**src/mrc_pkg.sv**
```systemverilog
`default_nettype none
package mrc_pkg;
  localparam logic [15:0] CRC_PRESET = 16'hffff;
  localparam logic [15:0] CRC_POLY = 16'ha001;
  localparam logic [7:0] ADDR_BCAST = 8'h00;
  localparam logic [7:0] ADDR_MAX = 8'hfe;
  localparam logic [7:0] FUNC_RD_MULTI = 8'h03;
  localparam logic [7:0] FUNC_WR_ONE = 8'h06;
  localparam logic [7:0] FUNC_WR_MULTI = 8'h10;
  localparam int REQ_BODY_LEN = 6;
  localparam int RSP_HDR_LEN = 3;
  localparam int RX_BUF_DEPTH = 8;
  localparam int FIFO_DEPTH = 8;
  localparam int BITS_PER_BYTE = 8;
  localparam int CLK_MHZ = 100;
  localparam int SILENCE_US = 2000;
  localparam int SILENCE_CYC = SILENCE_US * CLK_MHZ;

  function automatic logic [15:0] crc_byte(input logic [15:0] crc_in, input logic [7:0] data);
    logic [15:0] c;
    logic lsb;
    c = crc_in ^ {8'h00, data};
    for (int i = 0; i < BITS_PER_BYTE; i++)
    begin
      lsb = c[0];
      c = {1'b0, c[15:1]};
      if (lsb)
      begin
        c = c ^ CRC_POLY;
      end
    end
    return c;
  endfunction : crc_byte
endpackage : mrc_pkg
`default_nettype wire

```
**src/mrc_link_if.sv**
```systemverilog
`timescale 1ns/1ns
`default_nettype none
interface mrc_link_if;
  logic m2d_valid;
  logic [7:0] m2d_data;
  logic m2d_ready;
  logic d2m_valid;
  logic [7:0] d2m_data;
  logic d2m_ready;
  modport dev (input m2d_valid, input m2d_data, output m2d_ready,
               output d2m_valid, output d2m_data, input d2m_ready);
  modport mst (output m2d_valid, output m2d_data, input m2d_ready,
               input d2m_valid, input d2m_data, output d2m_ready);
endinterface : mrc_link_if
`default_nettype wire

```
**src/mrc_device.sv**
```systemverilog
`timescale 1ns/1ns
`default_nettype none
module mrc_fifo #(
  parameter int WIDTH = 8,
  parameter int DEPTH = mrc_pkg::FIFO_DEPTH
) (
  input wire logic core_clk,
  input wire logic reset_n,
  input wire logic in_valid,
  input wire logic [WIDTH-1:0] in_data,
  output logic in_ready,
  output logic out_valid,
  output logic [WIDTH-1:0] out_data,
  input wire logic out_ready
);
  localparam int AW = $clog2(DEPTH);
  logic [WIDTH-1:0] mem [DEPTH];
  logic [AW-1:0] wr_ptr_ff, rd_ptr_ff, nxt_wr_ptr, nxt_rd_ptr;
  logic [AW:0] count_ff, nxt_count;
  logic full_ff, empty_ff, nxt_full, nxt_empty;
  logic push, pop;

  assign in_ready = !full_ff;
  assign out_valid = !empty_ff;
  assign out_data = mem[rd_ptr_ff];

  always_comb
  begin
    push = in_valid && !full_ff;
    pop = out_ready && !empty_ff;
    nxt_wr_ptr = push ? ((wr_ptr_ff == AW'(DEPTH - 1)) ? '0 : wr_ptr_ff + 1'b1) : wr_ptr_ff;
    nxt_rd_ptr = pop ? ((rd_ptr_ff == AW'(DEPTH - 1)) ? '0 : rd_ptr_ff + 1'b1) : rd_ptr_ff;
    nxt_count = count_ff + (AW + 1)'(push) - (AW + 1)'(pop);
    nxt_full = (nxt_count == (AW + 1)'(DEPTH));
    nxt_empty = (nxt_count == '0);
  end

  always_ff @(posedge core_clk)
  begin
    if (!reset_n)
    begin
      wr_ptr_ff <= '0;
      rd_ptr_ff <= '0;
      count_ff <= '0;
      full_ff <= 1'b0;
      empty_ff <= 1'b1;
    end
    else
    begin
      wr_ptr_ff <= nxt_wr_ptr;
      rd_ptr_ff <= nxt_rd_ptr;
      count_ff <= nxt_count;
      full_ff <= nxt_full;
      empty_ff <= nxt_empty;
    end
  end

  // Storage needs no reset; empty flag guards stale words
  always_ff @(posedge core_clk)
  begin
    if (push)
    begin
      mem[wr_ptr_ff] <= in_data;
    end
  end
endmodule : mrc_fifo

module mrc_device #(
  parameter logic [7:0] DEV_ADDR = 8'h01,
  parameter int NREG = 16,
  parameter int SILENCE_CYC = mrc_pkg::SILENCE_CYC
) (
  input wire logic core_clk,
  input wire logic reset_n,
  mrc_link_if.dev lnk,
  input wire logic usr_wr_en,
  input wire logic [$clog2(NREG)-1:0] usr_wr_idx,
  input wire logic [15:0] usr_wr_data,
  input wire logic [$clog2(NREG)-1:0] usr_rd_idx,
  output logic [15:0] usr_rd_data,
  output logic crc_err,
  output logic frame_ok,
  output logic func_bad
);
  localparam int IW = $clog2(NREG);
  localparam int CW = $clog2(SILENCE_CYC + 1);
  localparam logic [CW-1:0] SIL_LAST = CW'(SILENCE_CYC - 1);

  typedef enum logic [1:0] {
    ST_RX = 2'b00,
    ST_SEND = 2'b01,
    ST_CRC_LO = 2'b10,
    ST_CRC_HI = 2'b11
  } mrc_dev_state_e;

  mrc_dev_state_e state_ff, nxt_state;
  logic [7:0] rx_buf [mrc_pkg::RX_BUF_DEPTH];
  logic [15:0] regs [NREG];
  logic [3:0] rx_cnt_ff, nxt_rx_cnt;
  logic [CW-1:0] idle_ff, nxt_idle;
  logic [15:0] crc_run_ff, crc_p1_ff, crc_p2_ff, nxt_crc_run, nxt_crc_p1, nxt_crc_p2;
  logic [15:0] crc_tx_ff, nxt_crc_tx;
  logic [9:0] tx_idx_ff, tx_len_ff, nxt_tx_idx, nxt_tx_len;
  logic rx_rdy_ff, nxt_rx_rdy;
  logic crc_err_ff, frame_ok_ff, func_bad_ff, nxt_crc_err, nxt_frame_ok, nxt_func_bad;
  logic [15:0] usr_rd_data_ff;
  logic byte_in, reg_we, push_valid, push_ready, len_ok, for_me;
  logic [7:0] push_data, tx_byte;
  logic [9:0] k;
  logic [IW-1:0] rd_idx;
  logic [15:0] rd_word;

  assign lnk.m2d_ready = rx_rdy_ff;
  assign crc_err = crc_err_ff;
  assign frame_ok = frame_ok_ff;
  assign func_bad = func_bad_ff;
  assign usr_rd_data = usr_rd_data_ff;

  // Reply is queued so the link may stall for up to FIFO_DEPTH bytes without stalling decode
  mrc_fifo #(.WIDTH(8), .DEPTH(mrc_pkg::FIFO_DEPTH)) u_tx_fifo (
    .core_clk(core_clk),
    .reset_n(reset_n),
    .in_valid(push_valid),
    .in_data(push_data),
    .in_ready(push_ready),
    .out_valid(lnk.d2m_valid),
    .out_data(lnk.d2m_data),
    .out_ready(lnk.d2m_ready)
  );

  always_comb
  begin
    k = tx_idx_ff - 10'(mrc_pkg::RSP_HDR_LEN);
    rd_idx = rx_buf[3][IW-1:0] + IW'(k[9:1]);
    rd_word = regs[rd_idx];
    tx_byte = rx_buf[tx_idx_ff[2:0]];
    if (rx_buf[1] == mrc_pkg::FUNC_RD_MULTI)
    begin
      if (tx_idx_ff == 10'd2)
      begin
        tx_byte = {rx_buf[5][6:0], 1'b0};
      end
      else if (tx_idx_ff >= 10'(mrc_pkg::RSP_HDR_LEN))
      begin
        tx_byte = k[0] ? rd_word[7:0] : rd_word[15:8];
      end
    end
  end

  always_comb
  begin
    nxt_state = state_ff;
    nxt_rx_cnt = rx_cnt_ff;
    nxt_idle = idle_ff;
    nxt_crc_run = crc_run_ff;
    nxt_crc_p1 = crc_p1_ff;
    nxt_crc_p2 = crc_p2_ff;
    nxt_crc_tx = crc_tx_ff;
    nxt_tx_idx = tx_idx_ff;
    nxt_tx_len = tx_len_ff;
    nxt_crc_err = 1'b0;
    nxt_frame_ok = 1'b0;
    nxt_func_bad = 1'b0;
    reg_we = 1'b0;
    push_valid = 1'b0;
    push_data = 8'h00;
    byte_in = lnk.m2d_valid && rx_rdy_ff;
    len_ok = (rx_cnt_ff >= 4'd4) && (rx_cnt_ff <= 4'(mrc_pkg::RX_BUF_DEPTH));
    for_me = (rx_buf[0] == DEV_ADDR) || (rx_buf[0] == mrc_pkg::ADDR_BCAST);
    unique case (state_ff)
      ST_RX:
      begin
        if (byte_in)
        begin
          nxt_rx_cnt = (rx_cnt_ff == 4'd9) ? rx_cnt_ff : rx_cnt_ff + 4'd1;
          nxt_crc_p2 = crc_p1_ff;
          nxt_crc_p1 = crc_run_ff;
          nxt_crc_run = mrc_pkg::crc_byte(crc_run_ff, lnk.m2d_data);
          nxt_idle = '0;
        end
        else if (idle_ff != SIL_LAST)
        begin
          nxt_idle = idle_ff + 1'b1;
        end
        else if (rx_cnt_ff != 4'd0)
        begin
          // Silence closes the frame; oversize frames fail the length test
          nxt_rx_cnt = 4'd0;
          nxt_crc_run = mrc_pkg::CRC_PRESET;
          nxt_crc_p1 = mrc_pkg::CRC_PRESET;
          nxt_crc_p2 = mrc_pkg::CRC_PRESET;
          if (!len_ok || crc_p2_ff != {rx_buf[3'(rx_cnt_ff - 4'd1)], rx_buf[3'(rx_cnt_ff - 4'd2)]})
          begin
            nxt_crc_err = 1'b1;
          end
          else if (for_me)
          begin
            nxt_frame_ok = 1'b1;
            nxt_tx_idx = '0;
            nxt_crc_tx = mrc_pkg::CRC_PRESET;
            if (rx_buf[1] == mrc_pkg::FUNC_RD_MULTI && rx_buf[0] != mrc_pkg::ADDR_BCAST)
            begin
              nxt_tx_len = 10'(mrc_pkg::RSP_HDR_LEN) + {1'b0, rx_buf[5], 1'b0};
              nxt_state = ST_SEND;
            end
            else if (rx_buf[1] == mrc_pkg::FUNC_WR_ONE)
            begin
              reg_we = 1'b1;
              nxt_tx_len = 10'(mrc_pkg::REQ_BODY_LEN);
              nxt_state = (rx_buf[0] == mrc_pkg::ADDR_BCAST) ? ST_RX : ST_SEND;
            end
            else if (rx_buf[1] != mrc_pkg::FUNC_RD_MULTI)
            begin
              // Multi-register write needs more buffer than kept here
              nxt_func_bad = 1'b1;
            end
          end
        end
      end
      ST_SEND:
      begin
        if (tx_len_ff == 10'd0)
        begin
          nxt_state = ST_CRC_LO;
        end
        else
        begin
          push_valid = 1'b1;
          push_data = tx_byte;
          if (push_ready)
          begin
            nxt_crc_tx = mrc_pkg::crc_byte(crc_tx_ff, tx_byte);
            nxt_tx_idx = tx_idx_ff + 10'd1;
            if (tx_idx_ff == tx_len_ff - 10'd1)
            begin
              nxt_state = ST_CRC_LO;
            end
          end
        end
      end
      ST_CRC_LO:
      begin
        push_valid = 1'b1;
        push_data = crc_tx_ff[7:0];
        if (push_ready)
        begin
          nxt_state = ST_CRC_HI;
        end
      end
      ST_CRC_HI:
      begin
        push_valid = 1'b1;
        push_data = crc_tx_ff[15:8];
        if (push_ready)
        begin
          nxt_state = ST_RX;
          nxt_idle = '0;
        end
      end
    endcase
    nxt_rx_rdy = (nxt_state == ST_RX);
  end

  always_ff @(posedge core_clk)
  begin
    if (!reset_n)
    begin
      state_ff <= ST_RX;
      rx_cnt_ff <= 4'd0;
      idle_ff <= '0;
      crc_run_ff <= mrc_pkg::CRC_PRESET;
      crc_p1_ff <= mrc_pkg::CRC_PRESET;
      crc_p2_ff <= mrc_pkg::CRC_PRESET;
      crc_tx_ff <= mrc_pkg::CRC_PRESET;
      tx_idx_ff <= '0;
      tx_len_ff <= '0;
      rx_rdy_ff <= 1'b0;
      crc_err_ff <= 1'b0;
      frame_ok_ff <= 1'b0;
      func_bad_ff <= 1'b0;
    end
    else
    begin
      state_ff <= nxt_state;
      rx_cnt_ff <= nxt_rx_cnt;
      idle_ff <= nxt_idle;
      crc_run_ff <= nxt_crc_run;
      crc_p1_ff <= nxt_crc_p1;
      crc_p2_ff <= nxt_crc_p2;
      crc_tx_ff <= nxt_crc_tx;
      tx_idx_ff <= nxt_tx_idx;
      tx_len_ff <= nxt_tx_len;
      rx_rdy_ff <= nxt_rx_rdy;
      crc_err_ff <= nxt_crc_err;
      frame_ok_ff <= nxt_frame_ok;
      func_bad_ff <= nxt_func_bad;
    end
  end

  // Link write wins over a same-cycle user write
  always_ff @(posedge core_clk)
  begin
    if (!reset_n)
    begin
      for (int i = 0; i < NREG; i++)
      begin
        regs[i] <= 16'h0000;
      end
      for (int i = 0; i < mrc_pkg::RX_BUF_DEPTH; i++)
      begin
        rx_buf[i] <= 8'h00;
      end
      usr_rd_data_ff <= 16'h0000;
    end
    else
    begin
      if (reg_we)
      begin
        regs[rx_buf[3][IW-1:0]] <= {rx_buf[4], rx_buf[5]};
      end
      else if (usr_wr_en)
      begin
        regs[usr_wr_idx] <= usr_wr_data;
      end
      if (byte_in && rx_cnt_ff < 4'(mrc_pkg::RX_BUF_DEPTH))
      begin
        rx_buf[rx_cnt_ff[2:0]] <= lnk.m2d_data;
      end
      usr_rd_data_ff <= regs[usr_rd_idx];
    end
  end
endmodule : mrc_device
`default_nettype wire

```
**src/flat_wrapper.sv**
```systemverilog
// flat-port wrapper written by rule: the top's interface ports become plain ports
module mrc_device_flat 
#(
  parameter logic [7:0] DEV_ADDR = 8'h01,
  parameter int NREG = 16,
  parameter int SILENCE_CYC = mrc_pkg::SILENCE_CYC
)
  (core_clk, reset_n, usr_wr_en, usr_wr_idx, usr_wr_data, usr_rd_idx, usr_rd_data, crc_err, frame_ok, func_bad, lnk_m2d_valid, lnk_m2d_data, lnk_m2d_ready, lnk_d2m_valid, lnk_d2m_data, lnk_d2m_ready);
  mrc_link_if lnk_i ();
  input wire logic core_clk;
  input wire logic reset_n;
  input wire logic usr_wr_en;
  input wire logic [$clog2(NREG)-1:0] usr_wr_idx;
  input wire logic [15:0] usr_wr_data;
  input wire logic [$clog2(NREG)-1:0] usr_rd_idx;
  output logic [15:0] usr_rd_data;
  output logic crc_err;
  output logic frame_ok;
  output logic func_bad;
  input wire logic [$bits(lnk_i.m2d_valid)-1:0] lnk_m2d_valid;
  input wire logic [$bits(lnk_i.m2d_data)-1:0] lnk_m2d_data;
  output wire logic [$bits(lnk_i.m2d_ready)-1:0] lnk_m2d_ready;
  output wire logic [$bits(lnk_i.d2m_valid)-1:0] lnk_d2m_valid;
  output wire logic [$bits(lnk_i.d2m_data)-1:0] lnk_d2m_data;
  input wire logic [$bits(lnk_i.d2m_ready)-1:0] lnk_d2m_ready;
  assign lnk_i.m2d_valid = lnk_m2d_valid;
  assign lnk_i.m2d_data = lnk_m2d_data;
  assign lnk_m2d_ready = lnk_i.m2d_ready;
  assign lnk_d2m_valid = lnk_i.d2m_valid;
  assign lnk_d2m_data = lnk_i.d2m_data;
  assign lnk_i.d2m_ready = lnk_d2m_ready;
  mrc_device #(.DEV_ADDR(DEV_ADDR), .NREG(NREG), .SILENCE_CYC(SILENCE_CYC)) u_core (.core_clk(core_clk), .reset_n(reset_n), .lnk(lnk_i), .usr_wr_en(usr_wr_en), .usr_wr_idx(usr_wr_idx), .usr_wr_data(usr_wr_data), .usr_rd_idx(usr_rd_idx), .usr_rd_data(usr_rd_data), .crc_err(crc_err), .frame_ok(frame_ok), .func_bad(func_bad));
endmodule
```
**config.mk**
```make
export PLATFORM = sky130hd
export DESIGN_NAME = mrc_device_flat
export DESIGN_NICKNAME = d
export VERILOG_FILES = /design/src/mrc_pkg.sv /design/src/mrc_link_if.sv /design/src/mrc_device.sv /design/src/flat_wrapper.sv
export SDC_FILE = /design/constraint.sdc
export NUM_CORES = 1
export LEC_CHECK = 0
export BUFFER_PORTS_ARGS = -buffer_cell sky130_fd_sc_hd__buf_4
export CAP_MARGIN = 20
export CORE_UTILIZATION = 45
export DETAILED_ROUTE_END_ITERATION = 10
export HOLD_SLACK_MARGIN = 0.1
export PLACE_DENSITY = 0.71
export SYNTH_ARGS = -nofsm -noshare
export SYNTH_HDL_FRONTEND = slang
export SYNTH_SLANG_ARGS = --single-unit
```
**constraint.sdc**
```tcl
create_clock -name core_clk -period 9.6 [get_ports core_clk]
set_clock_uncertainty 0.15 [all_clocks]
set_input_delay 0.48 -clock core_clk [delete_from_list [all_inputs] [get_ports core_clk]]
set_output_delay 0.48 -clock core_clk [all_outputs]
set_load 0.005 [all_outputs]
```
==> impl_metrics.ini <==
[die]
die_y_microns = 246
core_sq_um = 58900
pin_count = 66
dieArea_sq_um = 60600
initial_core_util = 0.455
fp-row-count = 89
die_w_microns = 246

[synth]
seq_area_frac_synth = 0.532
synth_ff_type = edfxtp_1
ys_warn_count = 0
async_reset_ff_frac = 0
syn_nets = 2101
synth_cell_types = 87
syn_area_sq_um = 26800
postSynthCellCount = 2035
syn_avg_cell_area_sq_um = 13.2
synth-seq-cells = 520
synth_edf_count = 384

[placement]
dp_cells = 2752
pre_cts_slack_ps = 3000
routabilityCongestion = 0.998
io_buffers = 65
dpl.hpwl_microns = 53600
dpl-instance-area_sq_um = 27900

[route]
ant_nets = 0
route.detailed.drc = 0
num_vias = 18200
vias_per_cell = 6.37
wl_per_cell_microns = 26.9
first_pass_iters = 8
met2_length_microns = 34900
top_layer_used = met4
m1WireLength_microns = 30100
drt_iter0_markers = 2317
wl_met3_microns = 8130
wl_microns = 76500

[final_layout]
layout_common_cells = edfxtp_1 (384), nor2_1 (350), mux4_2 (206)
final_nets = 2102
diodes = 0
final_cell_area_sq_um = 29500
final_common_cell = edfxtp_1
area_growth_pct = 10.0
finalNonFillerCells = 2850
layout-drive-gt1-share = 0.221

[min_path]
hold_path.class = input port to flip-flop
hold_path_depth = 2

[worst_setup_path]
crit_path_start = u_core.rx_cnt_ff[1]
reg2reg_from = u_core.rx_cnt_ff[1]
cp_cell_sequence = inv_1, ha_1, mux4_2, xnor2_1, nand4b_1, a2111oi_0, nand4_1, nor3_2, nand2_1, a21oi_2, nand2_2, nand2_1
critPathMaxFanout = 21
cp-start-kind = flip-flop
reg2reg_to = u_core.regs[6][2]
rrSetupSlack_ps = 2920
cp-end-kind = flip-flop
setup.worst_path.class = flip-flop to flip-flop
arrival_ps = 6760
cp_slowest_cell = dfxtp_1
slowest_delay_ps = 990
crit_end = u_core.regs[6][2]
cp.required_ps = 9680
cp_common_cell = nand2_1
worstRegToRegCells = 12

[sta]
fmax_ghz = 0.150
worst_pin_slew_ps = 1040
fin_tns_setup_ps = 0
drv_slew = 0
finalCritPeriodShare = 0.696
fin_ws_ps = 2920
min_period_ps = 6680
max-slew-margin-rel = 0.308
rsz0062_at_grt = false
hold_slack_ps = 151
hold_violations = 0
setup_violations = 0

[clocking]
cts_buffers = 52
clkTransAtPathRegs_ps = 60
postCtsSetupBuffers = 0
cts.sinks = 520
cts_tree = built
clock-root-buffer = clkbuf_16
htreeDepth = 2
insertion_delay_ps = 610
cts_hold_buf = 0
clock_path_buffers = 3
cts_resized = 0

[global_route]
grt_usage = 0.253
antenna_found_initial = 2
grt_max_degree = 65
grt_pass1_wl_microns = 113000
grt_pass1_vias = 17300
overflow = 0

[power]
seq_power_share = 0.511
ir_worst_vdd_v = 0.000133
switchingPower_mw = 1.24
combPwrFrac = 0.113
p_int_mw = 3.77
cellLeakagePower_nw = 10.2
swShare = 0.248
pwr-share-clk = 0.376
power_density_nw_per_um2 = 170

[flow_run]
cap_violations = 0

[outcome]
outcome = finished clean
-- cells in the mapped netlist (5+ instances only) --
cell type | n | area share
buf_4 | 8 | 0.0022
nand2_1 | 137 | 0.019
ha_1 | 27 | 0.013
mux2_2 | 12 | 0.0050
nor3b_1 | 6 | 0.0017
nor2_1 | 350 | 0.049
mux4_2 | 206 | 0.17
o22ai_1 | 48 | 0.011
o21ai_1 | 13 | 0.0024
nand4_1 | 18 | 0.0042
buf_1 | 14 | 0.0020
or3_1 | 7 | 0.0016
nand2_4 | 8 | 0.0034
nor2b_1 | 5 | 0.0012
nand2b_1 | 6 | 0.0014
a22oi_1 | 8 | 0.0022
a21oi_1 | 21 | 0.0039
mux4_1 | 8 | 0.0078
nor3_1 | 23 | 0.0043
edfxtp_1 | 384 | 0.43
and3_1 | 77 | 0.018
xnor2_1 | 64 | 0.021
inv_1 | 32 | 0.0045
dfxtp_1 | 136 | 0.10
o21ai_0 | 29 | 0.0054
nor4_1 | 12 | 0.0028
nand4b_1 | 5 | 0.0016
nand3_1 | 28 | 0.0052
and2_1 | 22 | 0.0051
xor2_1 | 33 | 0.011
a222oi_1 | 8 | 0.0030
mux2i_1 | 44 | 0.016
clkbuf_1 | 76 | 0.011
o21a_1 | 5 | 0.0014
a21o_1 | 9 | 0.0025
buf_2 | 49 | 0.0091
a31oi_1 | 5 | 0.0012
mux2i_2 | 7 | 0.0036
nand2_2 | 8 | 0.0019
-- cell type report --
cell class                      count  area [sq um]
Timing Repair Buffer              100           798
Sequential cell                   520         14300
Clock inverter                     20           115
Inverter                           32           120
Fill cell                        4847         29400
Clock buffer                       75          1430
Multi-Input combinational cell   1330         11800
Tap cell                          773           967
-- registers in the layout, summed over array words and instances (netlist names), 11 cells and up, named ones only --
name	count
u_core.u_tx_fifo.mem	64
u_core.regs	256
u_core.crc_run_ff	11
u_core.crc_tx_ff	16
u_core.crc_p2_ff	16
u_core.idle_ff	18
u_core.rx_buf	64
u_core.usr_rd_data	16
u_core.crc_p1_ff	11
-- power by group through the flow --
stage / clock network (mW) / logic [mW] / registers [mW]
finish: 1.89 / 0.566 / 2.56
global route: 1.99 / 0.602 / 2.57
CTS: 1.91 / 0.548 / 2.57
detailed placement: 0 / 0.543 / 2.61
global placement: 0 / 0.536 / 2.61
floorplan: 0 / 0.394 / 2.56
-- worst min path at each step --
stage / start / end / slack, ps
after detailed placement: u_core.crc_p1_ff[7] / u_core.crc_p2_ff[7] / 310
after floorplan: u_core.crc_run_ff[13] / u_core.crc_p1_ff[13] / 290
final: lnk_m2d_data[5] / u_core.rx_buf[7][5] / 150
after global placement: u_core.crc_run_ff[13] / u_core.crc_p1_ff[13] / 290
after global routing: lnk_m2d_data[6] / u_core.rx_buf[1][6] / 140
after CTS: lnk_m2d_data[5] / u_core.rx_buf[7][5] / 120
-- cells by family (layout without fill, tap and decap cells) --
kind of cell    count (synthesis)  after routing  share of synthesized area
compound gates                185            185                     0.0493
xor+xnor                      109            109                     0.0410
fa+ha+maj                      29             29                     0.0141
buf+inv                       185            227                     0.0310
flops                         520            520                      0.532
mux                           278            278                      0.206
simple gates                  729            729                      0.127
-- metrics by stage --
| step | power (mW) | utilization |
|---|---|---|
| floorplan | 2.96 | - |
| global placement | 3.15 | 0.473 |
| detailed placement | 3.16 | 0.473 |
| CTS | 5.02 | 0.500 |
| global route | 5.16 | 0.501 |
| finish | 5.02 | 0.501 |
-- critical path: cells and delay by family (launching register included) --
| kind | cells | cell delay [ps] |
|---|---|---|
| XOR/XNOR | 1 | 150 |
| adder cells (fa/ha/maj) | 1 | 900 |
| AO/OA/AOI/OAI | 2 | 1150 |
| AND/OR/NAND/NOR | 6 | 2080 |
| buffers and inverters | 1 | 270 |
| multiplexers | 1 | 600 |
| flip-flops | 1 | 990 |
-- routing by layer --
| layer | up-vias | GRT usage |
|---|---|---|
| li1 | 7690 | - |
| met1 | 9173 | 0.341 |
| met2 | 1098 | 0.391 |
| met3 | 189 | 0.0598 |
| met4 | 0 | 0.104 |
| met5 | - | 0 |
(Power assumes the default switching activity.)
